==> src/smc_pkg.sv <==
// package for the smbus configuration and timeout slice
`default_nettype none
package smc_pkg;
  localparam logic [7:0] BUS_CONFIG_ADDR = 8'hC1;
  localparam logic [7:0] BUS_CONFIG_RESET = 8'h00;
  localparam int BIT_ENABLE = 7;
  localparam int BIT_INHIBIT = 6;
  localparam int BIT_BUSY = 5;
  localparam int BIT_EXTEND = 4;
  localparam int BIT_SCL_TO = 3;
  localparam int BIT_FREE_TO = 2;
  localparam int FREE_PERIODS = 10;
  localparam logic [3:0] FREE_LIMIT = 4'hA;
  localparam logic [3:0] SETUP_EXT_CLKS = 4'hB;
  localparam logic [3:0] HOLD_EXT_CLKS = 4'hC;
  localparam logic [3:0] HOLD_NORM_CLKS = 4'h3;
  localparam logic [3:0] SETUP_NORM_CLKS = 4'h1;
  localparam logic [1:0] SYNC_RESET = 2'h3;
  localparam logic [3:0] PHASE_RESET = 4'h0;

  typedef enum logic [1:0] {
    SMC_SRC_T0 = 2'b00,
    SMC_SRC_T1 = 2'b01,
    SMC_SRC_T2H = 2'b10,
    SMC_SRC_T2L = 2'b11
  } smc_src_t;

  // configuration fields of the register
  typedef struct packed {
    logic iface_enable;
    logic slave_inhibit;
    logic busy;
    logic sda_time_extend;
    logic scl_low_timeout_en;
    logic bus_free_timeout_en;
    smc_src_t bit_clock_select;
  } smc_cfg_t;

  // register port bundle
  typedef struct packed {
    logic [7:0] addr;
    logic [7:0] wdata;
    logic wr;
  } smc_sfr_t;

  // timer overflow inputs
  typedef struct packed {
    logic t0_ovf;
    logic t1_ovf;
    logic t2h_ovf;
    logic t2l_ovf;
  } smc_ovf_t;

  // events to and from the transfer engine
  typedef struct packed {
    logic start_req;
    logic scl_drive_low;
    logic sda_drive_low;
    logic master_irq;
    logic slave_irq;
    logic slave_addr_ack;
  } smc_eng_t;
endpackage : smc_pkg
`default_nettype wire

==> src/smc_config_timeouts.sv <==
// smbus configuration register, bus watch, timeouts and pin timing
// Functional notes
// - With enable set the interface watches SDA and SCL continuously.
// - With slave inhibit set at a START no slave interrupt is raised until the next START.
// - Slave inhibit leaves master interrupts untouched.
// - Busy is set by hardware while a transfer is on the bus.
// - Busy clears on a STOP or on bus-free timeout expiry.
// - Extension bit chooses normal or extended SDA setup and hold.
// - SCL timeout enable reloads Timer 3 on SCL high, counts on SCL low.
// - In split mode only the Timer 3 high byte is held in reload.
// - Free timeout: bus free after both lines high over 10 source periods.
// - Clock select: 00 T0, 01 T1, 10 T2 high byte, 11 T2 low byte.
// - As master each SCL phase lasts at least one source overflow period.
// - Extended: SDA stable 11 clocks before SCL rise, 12 after SCL fall.
// - A pending master START is issued right after the free timeout.
// - Inhibited slave still watches, NACKs addresses, raises no irq.
`default_nettype none
module smc_config_timeouts (
  input wire logic mclk,
  input wire logic reset,
  input wire smc_pkg::smc_sfr_t sfr,
  output logic [7:0] bus_config_rdata,
  input wire smc_pkg::smc_ovf_t ovf,
  input wire logic t3_split,
  output logic t3_reload_low,
  output logic t3_reload_high,
  input wire smc_pkg::smc_eng_t eng,
  output logic bit_clk_tick,
  output logic scl_phase_ok,
  output logic free_timeout,
  output logic start_go,
  output logic start_det,
  output logic stop_det,
  output logic smb_irq,
  output logic addr_ack_out,
  input wire logic scl_in,
  input wire logic sda_in,
  output logic scl_out,
  output logic scl_oe_n,
  output logic sda_out,
  output logic sda_oe_n
);
  import smc_pkg::*;

  typedef struct packed {
    smc_cfg_t cfg;
    logic scl_d;
    logic sda_d;
    logic [3:0] free_cnt;
    logic free_done;
    logic [3:0] phase_cnt;
    logic [3:0] setup_cnt;
    logic [3:0] hold_cnt;
    logic sda_drv;
    logic scl_drv;
    logic inh_active;
    logic start_p;
    logic stop_p;
    logic free_p;
  } smc_st_t;

  smc_st_t st_reg;
  smc_st_t st_next;
  logic scl_s;
  logic sda_s;
  logic tick;
  logic scl_rise;
  logic scl_fall;
  logic sda_want;
  logic [3:0] setup_need;
  logic [3:0] hold_need;

  // pin levels cross into mclk through two stages each
  smc_sync u_scl_sync (
    .mclk(mclk),
    .reset(reset),
    .din(scl_in),
    .dout(scl_s)
  );
  smc_sync u_sda_sync (
    .mclk(mclk),
    .reset(reset),
    .din(sda_in),
    .dout(sda_s)
  );

  // overflow source select
  always_comb begin
    case (st_reg.cfg.bit_clock_select)
      SMC_SRC_T0: tick = ovf.t0_ovf;
      SMC_SRC_T1: tick = ovf.t1_ovf;
      SMC_SRC_T2H: tick = ovf.t2h_ovf;
      SMC_SRC_T2L: tick = ovf.t2l_ovf;
      default: tick = 1'b0;
    endcase
  end

  // sda setup and hold targets per extension bit
  always_comb begin
    if (st_reg.cfg.sda_time_extend) begin
      setup_need = SETUP_EXT_CLKS;
      hold_need = HOLD_EXT_CLKS;
    end else begin
      setup_need = SETUP_NORM_CLKS;
      hold_need = HOLD_NORM_CLKS;
    end
  end

  assign scl_rise = st_reg.cfg.iface_enable && scl_s && !st_reg.scl_d;
  assign scl_fall = st_reg.cfg.iface_enable && !scl_s && st_reg.scl_d;
  assign sda_want = eng.sda_drive_low && st_reg.cfg.iface_enable;

  // whole state update
  always_comb begin
    st_next = st_reg;
    st_next.scl_d = scl_s;
    st_next.sda_d = sda_s;
    st_next.start_p = 1'b0;
    st_next.stop_p = 1'b0;
    st_next.free_p = 1'b0;
    // register write, busy kept by hardware
    if (sfr.wr && sfr.addr == BUS_CONFIG_ADDR) begin
      st_next.cfg = sfr.wdata;
      st_next.cfg.busy = st_reg.cfg.busy;
    end
    if (st_reg.cfg.iface_enable) begin
      // start and stop seen while enabled
      if (st_reg.scl_d && scl_s && st_reg.sda_d && !sda_s) begin
        st_next.start_p = 1'b1;
        st_next.cfg.busy = 1'b1;
        st_next.inh_active = st_reg.cfg.slave_inhibit;
      end
      if (st_reg.scl_d && scl_s && !st_reg.sda_d && sda_s) begin
        st_next.stop_p = 1'b1;
        st_next.cfg.busy = 1'b0;
      end
      if (!scl_s || !sda_s) begin
        st_next.cfg.busy = !(st_reg.scl_d && scl_s && !st_reg.sda_d && sda_s)
          ? 1'b1 : 1'b0;
      end
      // bus free timeout over both lines high
      if (!(scl_s && sda_s) || !st_reg.cfg.bus_free_timeout_en) begin
        st_next.free_cnt = 4'h0;
        st_next.free_done = 1'b0;
      end else if (tick && !st_reg.free_done) begin
        if (st_reg.free_cnt == FREE_LIMIT) begin
          st_next.free_done = 1'b1;
          st_next.free_p = 1'b1;
          st_next.cfg.busy = 1'b0;
        end else begin
          st_next.free_cnt = st_reg.free_cnt + 4'h1;
        end
      end
      // scl phase length counted in source ticks
      if (scl_rise || scl_fall) begin
        st_next.phase_cnt = 4'h0;
      end else if (tick && st_reg.phase_cnt != 4'hF) begin
        st_next.phase_cnt = st_reg.phase_cnt + 4'h1;
      end
      // sda changes wait out hold after scl fall
      if (scl_fall) begin
        st_next.hold_cnt = 4'h0;
      end else if (st_reg.hold_cnt != 4'hF) begin
        st_next.hold_cnt = st_reg.hold_cnt + 4'h1;
      end
      if (sda_want != st_reg.sda_drv && st_reg.hold_cnt >= hold_need) begin
        st_next.sda_drv = sda_want;
        st_next.setup_cnt = 4'h0;
      end else if (st_reg.setup_cnt != 4'hF) begin
        st_next.setup_cnt = st_reg.setup_cnt + 4'h1;
      end
      // scl release waits for phase length and sda setup
      if (eng.scl_drive_low) begin
        if (!st_reg.scl_drv && st_reg.phase_cnt != 4'h0) begin
          st_next.scl_drv = 1'b1;
        end
      end else if (st_reg.scl_drv && st_reg.phase_cnt != 4'h0
          && st_reg.setup_cnt >= setup_need) begin
        st_next.scl_drv = 1'b0;
      end
    end else begin
      // disabled: lines released, counters idle
      st_next.sda_drv = 1'b0;
      st_next.scl_drv = 1'b0;
      st_next.free_cnt = 4'h0;
      st_next.free_done = 1'b0;
      st_next.phase_cnt = PHASE_RESET;
      st_next.hold_cnt = 4'hF;
      st_next.setup_cnt = 4'hF;
      st_next.cfg.busy = 1'b0;
    end
    if (reset) begin
      st_next = '0;
      st_next.cfg = BUS_CONFIG_RESET;
      st_next.scl_d = 1'b1;
      st_next.sda_d = 1'b1;
      st_next.hold_cnt = 4'hF;
      st_next.setup_cnt = 4'hF;
    end
  end

  always_ff @(posedge mclk) begin
    st_reg <= st_next;
  end

  // register readback and event outputs
  assign bus_config_rdata = st_reg.cfg;
  assign bit_clk_tick = tick && st_reg.cfg.iface_enable;
  assign scl_phase_ok = st_reg.phase_cnt != 4'h0;
  assign free_timeout = st_reg.free_p;
  assign start_det = st_reg.start_p;
  assign stop_det = st_reg.stop_p;
  assign start_go = st_reg.free_p && eng.start_req;

  // interrupt gating, master passes whenever enabled
  assign smb_irq = st_reg.cfg.iface_enable
    && (eng.master_irq
    || (eng.slave_irq && !st_reg.inh_active));
  assign addr_ack_out = eng.slave_addr_ack && !st_reg.inh_active
    && st_reg.cfg.iface_enable;

  // timer 3 reload while scl high
  assign t3_reload_high = st_reg.cfg.iface_enable
    && st_reg.cfg.scl_low_timeout_en && scl_s;
  assign t3_reload_low = t3_reload_high && !t3_split;

  // open-drain pins, enable low while pulling low
  assign scl_out = 1'b0;
  assign sda_out = 1'b0;
  assign scl_oe_n = !st_reg.scl_drv;
  assign sda_oe_n = !st_reg.sda_drv;
endmodule : smc_config_timeouts
`default_nettype wire

==> src/smc_sync.sv <==
// two flip-flop synchroniser for one pin level
`default_nettype none
module smc_sync (
  input wire logic mclk,
  input wire logic reset,
  input wire logic din,
  output logic dout
);
  import smc_pkg::*;
  typedef struct packed {
    logic [1:0] ff;
  } smc_sync_st_t;
  smc_sync_st_t st_reg;
  smc_sync_st_t st_next;

  // shift the pin through two stages, released bus idles high
  always_comb begin
    st_next = st_reg;
    st_next.ff = {st_reg.ff[0], din};
    if (reset) begin
      st_next.ff = SYNC_RESET;
    end
  end

  always_ff @(posedge mclk) begin
    st_reg <= st_next;
  end

  assign dout = st_reg.ff[1];
endmodule : smc_sync
`default_nettype wire

==> config.mk <==
export PLATFORM = sky130hd
export DESIGN_NAME = smc_config_timeouts
export DESIGN_NICKNAME = d
export VERILOG_FILES = /design/src/smc_pkg.sv /design/src/smc_config_timeouts.sv /design/src/smc_sync.sv
export SDC_FILE = /design/constraint.sdc
export NUM_CORES = 1
export LEC_CHECK = 0
export BUFFER_PORTS_ARGS = -buffer_cell sky130_fd_sc_hd__buf_2
export CORE_MARGIN = 2
export CORE_UTILIZATION = 35
export CTS_CLUSTER_DIAMETER = 150
export DETAILED_ROUTE_END_ITERATION = 7
export PLACE_DENSITY_LB_ADDON = 0.1
export SETUP_SLACK_MARGIN = 0.4
export SLEW_MARGIN = 0
export SYNTH_ARGS = -nofsm -noshare
export SYNTH_HDL_FRONTEND = slang
export SYNTH_HIERARCHICAL = 1
export SYNTH_SLANG_ARGS = --single-unit
==> constraint.sdc <==
create_clock -name mclk -period 2.1 [get_ports mclk]
set_clock_uncertainty 0.15 [all_clocks]
set_input_delay 0.21 -clock mclk [delete_from_list [all_inputs] [get_ports mclk]]
set_output_delay 0.21 -clock mclk [all_outputs]
set_load 0.05 [all_outputs]
# Yosys cells after proc, flatten, opt, wreduce, memory -nomap -nowiden
# Cells that the tools add are included.
# word_totals
register_bits	37
latch_bits	0
ramBits	0
romBits	0
inputBits	32
output_inout_bits	22
elab_cells	116
mem_count	0
# classes
add_sub_neg	4
mul	0
div_mod_pow	0
order_cmp	2
eq_ne	10
n_shift	0
mux	20
n_bitwise	3
n_reduce_logical	55
# op_table
op	count
1-bit logical AND	27
4-bit two-way mux	6
4-bit by 1-bit adder with 4-bit output, second input constant	4
1-bit two-way mux	13
4-bit != test, second input constant	3
1-bit zero test	11
8-bit == test, second input constant	1
4-bit greater-or-equal comparator	2
2-bit AND reduction	4
2-bit nonzero test	3
3-bit OR reduction	2
2-bit == test, second input constant	2
4-bit == test, second input constant	1
1-bit logical OR	4
1-bit case mux with 4 select lines	1
4-bit nonzero test	1
4-bit OR reduction	1
1-bit inverter	3
2-bit by 1-bit == test with 1-bit output, second input constant	1
2-bit zero test	1
2-bit by 1-bit != test with 1-bit output, second input constant	1
2-bit OR reduction	1
1-bit != test	1

# Longest topological paths before layout
# Gate-level depths: netlist of the first run.
# logic_depth
ltp_word	9
ltp_mapped	6
depth_no_buf	6

# Cells and area by module
# The synthesis of the first run kept the hierarchy.
# modules_own_cells
module	instances	cells_each	area_per_inst_um2	seq_area_each_um2
smc_config_timeouts	1	192	1742.9	660.6
smc_sync	2	4	52.6	40.0

# Worst setup path after synthesis of the first run
# OpenSTA, ideal clock, no wires.
# synth_timing
kind	register -> output
from	register st_reg (netlist bit bus_config_rdata[7])
to	output t3_reload_low
t_arrival_ns	1.817
required_ns	1.740
path_slack_ns	-0.077
path_stages_with_launch	4
path_buffers	1
cell_sequence	dfxtp_1 -> clkbuf_1 -> and3_1 -> nor2b_1
# synth_via
elab_chain_len	3
# synth_lines
item	line	text
start, declared	smc_config_timeouts.sv:62	smc_st_t st_reg;
start signal, assigned	smc_config_timeouts.sv:203	st_reg <= st_next;
1-bit logical AND (2 in series)	smc_config_timeouts.sv:224	&& st_reg.cfg.scl_low_timeout_en && scl_s;
net t3_reload_high	smc_config_timeouts.sv:26	output logic t3_reload_high,
1-bit logical AND	smc_config_timeouts.sv:225	assign t3_reload_low = t3_reload_high && !t3_split;
end, declared	smc_config_timeouts.sv:25	output logic t3_reload_low,
# The timed path passes the listed nets, and every way through them passes these cells.

# Final worst setup path of the first run
# layout_timing
from	register st_reg (netlist bit bus_config_rdata[1])
to	output bit_clk_tick
# layout_via
elab_chain_len	3
word_cells_on_any_way	6
cone_classes	eq/ne (3); mux (1); reduce/logical (2)
# layout_lines
item	line	text
2-bit == test (tied with other cells)	smc_config_timeouts.sv:89	case (st_reg.cfg.bit_clock_select)
1-bit case mux with 4 select lines *	smc_config_timeouts.sv:89	
1-bit logical AND *	smc_config_timeouts.sv:208	assign bit_clk_tick = tick && st_reg.cfg.iface_enable;
end, declared	smc_config_timeouts.sv:28	output logic bit_clk_tick,
# Every way passes the cells marked *; elsewhere a longest branch is shown, timed or not.

==> flow_summary.yaml, run 1 <==
grt:
  track_usage: 0.129
  grt_overflow: 0
  grt_pass1_vias: 1397
  antenna_found_initial: 0
  grt_pass1_wl_mm: 6.16
  grt_max_degree: 17
drt:
  vias_per_cell: 4.67
  wl_per_cell_um: 10.6
  firstDrtPassIters: 6
  ant_nets: 0
  wirelength_mm: 3.46
  drc: 0
  vias: 1524
  drt_iter0_markers: 34
logic_synthesis:
  ys_seq_area_frac: 0.401
  synthArstFlopShare: 0
  syn_area_mm2: 0.00185
  synth_edf_count: 0
  synthFlopType: "dfxtp_1"
  synthDistinctLibCells: 41
  synthCells: 200
  ys_warn_count: 6
  ys_ff_latch: 37
  avgSynthCellArea_um2: 9.24
sta:
  hold_viol: 0
  finalSetupViolations: 0
  min_period_ps: 1800
  tns_ps: 0
  timing.final.ws_setup_ps: 297
  clock.fmax_mhz: 555
  rsz0062_at_grt: "yes"
  fin_crit_sh: 0.858
  holdWs_ps: 11.3
  drv_slew: 0
setup_path:
  critPathMaxFanout: 2
  crit_type: "reg -> out"
  critPathLaunchType: "flip-flop"
  worstSetupEndpointType: "output port"
  critPathArrivalTime_ps: 1440
  cp.required_ps: 1740
floorplan:
  core_area_mm2: 0.00511
  start_util: 0.362
  dieArea_mm2: 0.00588
  io_pins: 54
  row_count: 26
  dieHeight_um: 76.7
  fp.dieW_um: 76.7
finish:
  antenna_cells: 0
  fin_nets: 300
  multi_input_area_mm2: 0.00104
  area_growth_pct: 28.0
  fin_util: 0.463
  regArea_um2: 756
  drive_above_1_share: 0.344
  largest_register_ffs: 22
  n_fill_cell: 489
placement:
  place_congestion: 0.728
  port_buffers: 50
  dp_hpwl_mm: 2.60
  pre_cts_ws_ps: 265
clock_network:
  htreeDepth: 2
  clockBufferDepth: 2
  cts.sinks: 37
  worstSkewPairLatency_ps: 280
  clk_pin_slew_ps: 70
  cts_root_buffer: "clkbuf_8"
  numCtsBuffers: 5
  tritoncts: "done"
pwr:
  seqPwrFrac: 0.560
  p_clk_frac: 0.383
  net-switching-power_uw: 259
  max-vdd-ir-drop_mv: 0.311
  p_comb_frac: 0.058
  p_leak_nw: 1.06
  cell_internal_pwr_mw: 1.00
  swShare: 0.205
  p_per_area_mw_per_mm2: 533
job:
  drv_cap: 0
worst_hold_path:
  hold_class: "in -> reg"
status:
  status: "finished clean"
-- layout make-up --
cell class,instances,share of cell area
clock buffer,7,0.0365
tap,70,0.0370
multi-input combinational,142,0.440
timing repair buffer,62,0.153
sequential,37,0.319
inverter,8,0.0137
-- kinds of logic after synthesis --
group                      Yosys count  share of synthesized area
xor gates and xnor gates             5                     0.0237
AOI/OAI and AO/OA                   31                      0.102
muxes                               17                      0.100
DFF                                 37                      0.401
buffers and inverters               22                     0.0697
other                                1                    0.00203
and+or+nand+nor                     75                      0.220
adders and majority gates           12                     0.0812
-- metal layers --
metal | vias to the layer above | wire length, um | global-route usage
met1 | 680 | 1610 | 0.167
met2 | 43 | 1640 | 0.202
met3 | 5 | 177 | 0.0329
met4 | 0 | 35 | 0.0545
li1 | 796 | - | -
met5 | - | 0 | 0
-- worst max-delay path: stages (launching register included) --
cell     delay, ps
dfxtp_4        350
mux4_2         510
and2_4         160
buf_8          140
-- worst paths after layout --
| check | start | endpoint | slack [ps] | cells past startpoint |
|---|---|---|---|---|
| max | bus_config_rdata[1] | bit_clk_tick | 300 | 3 |
| min | sfr[8] | bus_config_rdata[7] | 10 | 3 |
| max reg2reg | st_reg[19] | st_reg[21] | 470 | 5 |
| min reg2reg | u_scl_sync/st_reg[0] | u_scl_sync/st_reg[1] | 260 | 1 |
-- Yosys cell counts (2+ instances only) --
| cell type | instances | area [um2] |
|---|---|---|
| inv_1 | 8 | 30.0 |
| o21a_1 | 2 | 15.0 |
| o21ai_0 | 7 | 35.0 |
| nor2_1 | 17 | 63.8 |
| clkbuf_1 | 2 | 7.51 |
| mux2i_1 | 14 | 140 |
| nand3b_1 | 3 | 22.5 |
| or3_1 | 3 | 18.8 |
| nand2_1 | 8 | 30.0 |
| nand4_1 | 3 | 18.8 |
| ha_1 | 12 | 150 |
| o21ai_1 | 4 | 20.0 |
| a21oi_1 | 9 | 45.0 |
| nand3_1 | 9 | 45.0 |
| a22oi_1 | 4 | 30.0 |
| nor2b_1 | 4 | 25.0 |
| or2_1 | 7 | 43.8 |
| nor3_1 | 5 | 25.0 |
| buf_4 | 10 | 75.1 |
| and2_1 | 2 | 12.5 |
| and3b_1 | 2 | 17.5 |
| xnor2_1 | 5 | 43.8 |
| nand2b_1 | 6 | 37.5 |
| dfxtp_1 | 37 | 741 |
-- power groups by stage --
stage	Combinational [mW]	Clock [mW]	Sequential [mW]
after floorplan	0.0354	0	0.725
after global placement	0.0643	0	0.726
after detailed placement	0.0644	0	0.726
after CTS	0.0720	0.508	0.709
after global routing	0.0802	0.540	0.706
final	0.0730	0.483	0.706
-- metrics by stage --
stage	instance area (um2)	total power, mW	std cells
floorplan	1860	0.760	201
global placement	2130	0.790	311
global route	2370	1.33	326
detailed placement	2130	0.790	311
finish	2370	1.26	326
CTS	2300	1.29	324
-- placed cells by master, fill, tap and decap left out, types with 3 or more instances in the layout --
cell,instances
dfxtp_2,3
a21oi_1,8
buf_2,48
ha_1,10
o21ai_0,7
inv_1,7
nand2b_1,5
dfxtp_1,31
clkbuf_8,6
nand3b_1,3
or3_1,3
nand2_1,8
mux2i_1,14
or2_1,7
dfxtp_4,3
nand3_1,9
o21ai_1,4
a22oi_1,3
xnor2_1,5
nor2_1,17
nand4_1,3
nor3_1,5
buf_4,9
dlygate4sd3_1,4
-- what timing repair did --
item                                    4_1_cts  5_1_grt
endpoints found under the setup margin        8       14
buffers inserted                              2        2
hold buffers                                  4        0
gates resized for setup                      12       15
pin swaps                                     2        6
endpoints found under the hold margin         4        0
Power figures use the tool's default switching activity.
==> run 2: changes to the inputs <==
--- a/config.mk
+++ b/config.mk
@@ -6,8 +6,10 @@
 export NUM_CORES = 1
 export LEC_CHECK = 0
 export BUFFER_PORTS_ARGS = -buffer_cell sky130_fd_sc_hd__buf_2
+export CELL_PAD_IN_SITES_DETAIL_PLACEMENT = 1
+export CELL_PAD_IN_SITES_GLOBAL_PLACEMENT = 2
 export CORE_MARGIN = 2
-export CORE_UTILIZATION = 35
+export CORE_UTILIZATION = 30
 export CTS_CLUSTER_DIAMETER = 150
 export DETAILED_ROUTE_END_ITERATION = 7
 export PLACE_DENSITY_LB_ADDON = 0.1
==> flow_summary.yaml, run 2 (synthesized netlist as in run 1, its figures left out) <==
floorplan:
  start_util: 0.312
  dieArea_mm2: 0.00680
  io_pins: 54
  core_area_mm2: 0.00592
  fp.dieW_um: 82.5
  dieHeight_um: 82.5
  row_count: 28
clock_network:
  worstSkewPairLatency_ps: 290
  tritoncts: "done"
  cts_root_buffer: "clkbuf_8"
  numCtsBuffers: 5
  clk_pin_slew_ps: 80
  cts.sinks: 37
  clockBufferDepth: 2
  htreeDepth: 2
sta:
  tns_ps: 0
  clock.fmax_mhz: 538
  finalSetupViolations: 0
  rsz0062_at_grt: "yes"
  drv_slew: 0
  fin_crit_sh: 0.885
  timing.final.ws_setup_ps: 241
  hold_viol: 0
  min_period_ps: 1860
grt:
  track_usage: 0.142
  antenna_found_initial: 0
  grt_overflow: 0
  grt_max_degree: 18
  grt_pass1_vias: 1606
  grt_pass1_wl_mm: 7.23
finish:
  n_fill_cell: 700
  drive_above_1_share: 0.355
  fin_nets: 305
  final_common_cell: "buf_2"
  instances_no_fill: 337
  mostFrequentLayoutCells: "47 x buf_2, 30 x dfxtp_1, 17 x nor2_1"
  regArea_um2: 759
  multi_input_area_mm2: 0.00106
  area_growth_pct: 33.0
  largest_register_ffs: 22
  antenna_cells: 0
setup_path:
  worstSetupEndpointType: "output port"
  worst_path_max_delay_cell: "mux4_2"
  critPathLaunchType: "flip-flop"
  crit_family: "multiplexers"
  critPathMaxFanout: 2
  crit_type: "reg -> out"
  crit_chain: "mux4_2 -> and2_4 -> buf_6"
  cp.required_ps: 1740
  critPathArrivalTime_ps: 1500
  worst-path-buf-inv: 1
  cpPeakStageDelay_ps: 520
worst_hold_path:
  hold_class: "in -> reg"
drt:
  wirelength_mm: 4.22
  firstDrtPassIters: 3
  drt_iter0_markers: 32
  drc: 0
  wl_per_cell_um: 12.5
  ant_nets: 0
  vias: 1581
  vias_per_cell: 4.69
placement:
  place_congestion: 0.697
  pre_cts_ws_ps: 231
  port_buffers: 50
  place_inst: 314
  dp_hpwl_mm: 3.08
pwr:
  p_leak_nw: 1.09
  p_per_area_mw_per_mm2: 546
  max-vdd-ir-drop_mv: 0.268
status:
  status: "finished clean"
job:
  drv_cap: 0
## run 2: cell types whose count changed in the layout (fill, tap and decap cells not counted), moves of 2 or more
cell / change
a22oi_1: -2
a22oi_2: +2
dlygate4sd3_1: +3
buf_6: +2
## run 2: tightest hold or removal path, stage by stage
cell and delay [ps]:
buf_2 70, mux2i_1 50, nor2_1 70
## run 2: metal layers
metal / part of all wire / GRT usage / vias to the layer above
li1: - / - / 808
met1: 0.46 / 0.173 / 735
met2: 0.48 / 0.235 / 33
met3: 0.041 / 0.0402 / 5
met4: 0.015 / 0.0550 / 0
met5: 0 / 0 / -
## run 2: final timing paths
| check | from | to | slack, ps | cells after the start |
|---|---|---|---|---|
| setup / recovery | bus_config_rdata[1] | bit_clk_tick | 240 | 3 |
| hold / removal | sfr[5] | bus_config_rdata[4] | 4 | 3 |
| hold reg to reg | u_sda_sync/st_reg[0] | u_sda_sync/st_reg[1] | 260 | 1 |
| setup reg to reg | bus_config_rdata[1] | st_reg[17] | 360 | 6 |
## run 2: final cells by class
| cell class | instances | area share |
|---|---|---|
| multi-input cells | 142 | 0.431 |
| well taps | 75 | 0.0382 |
| clock buffers | 7 | 0.0392 |
| inverters | 8 | 0.0132 |
| flip-flops and latches | 37 | 0.309 |
| repair buffers | 67 | 0.167 |
| clock inverters | 1 | 0.00204 |
## run 2: metrics by stage
stage / instance area, um2 / utilization / power [mW] / hold WS [ps]
finish: 2460 / 0.415 / 1.34 / 4.35
global route: 2460 / 0.415 / 1.42 / 10.1
CTS: 2330 / 0.394 / 1.36 / 0.727
detailed placement: 2120 / 0.358 / 0.790 / 245
global placement: 2120 / 0.358 / 0.790 / 237
floorplan: 1860 / - / 0.760 / 157
## run 2: where the power goes
part | internal, mW | switching, mW
Sequential | 0.701 | 0.00368
Clock | 0.297 | 0.258
Combinational | 0.0463 | 0.0359
Total | 1.04 | 0.298
## run 2: repair_timing
item,in CTS,in global routing
hold endpoints to repair,7,0
setup buffers,2,6
setup endpoints to repair,9,16
pin swaps,1,6
hold buffers,7,0
cloned,0,0
resized for setup,11,21
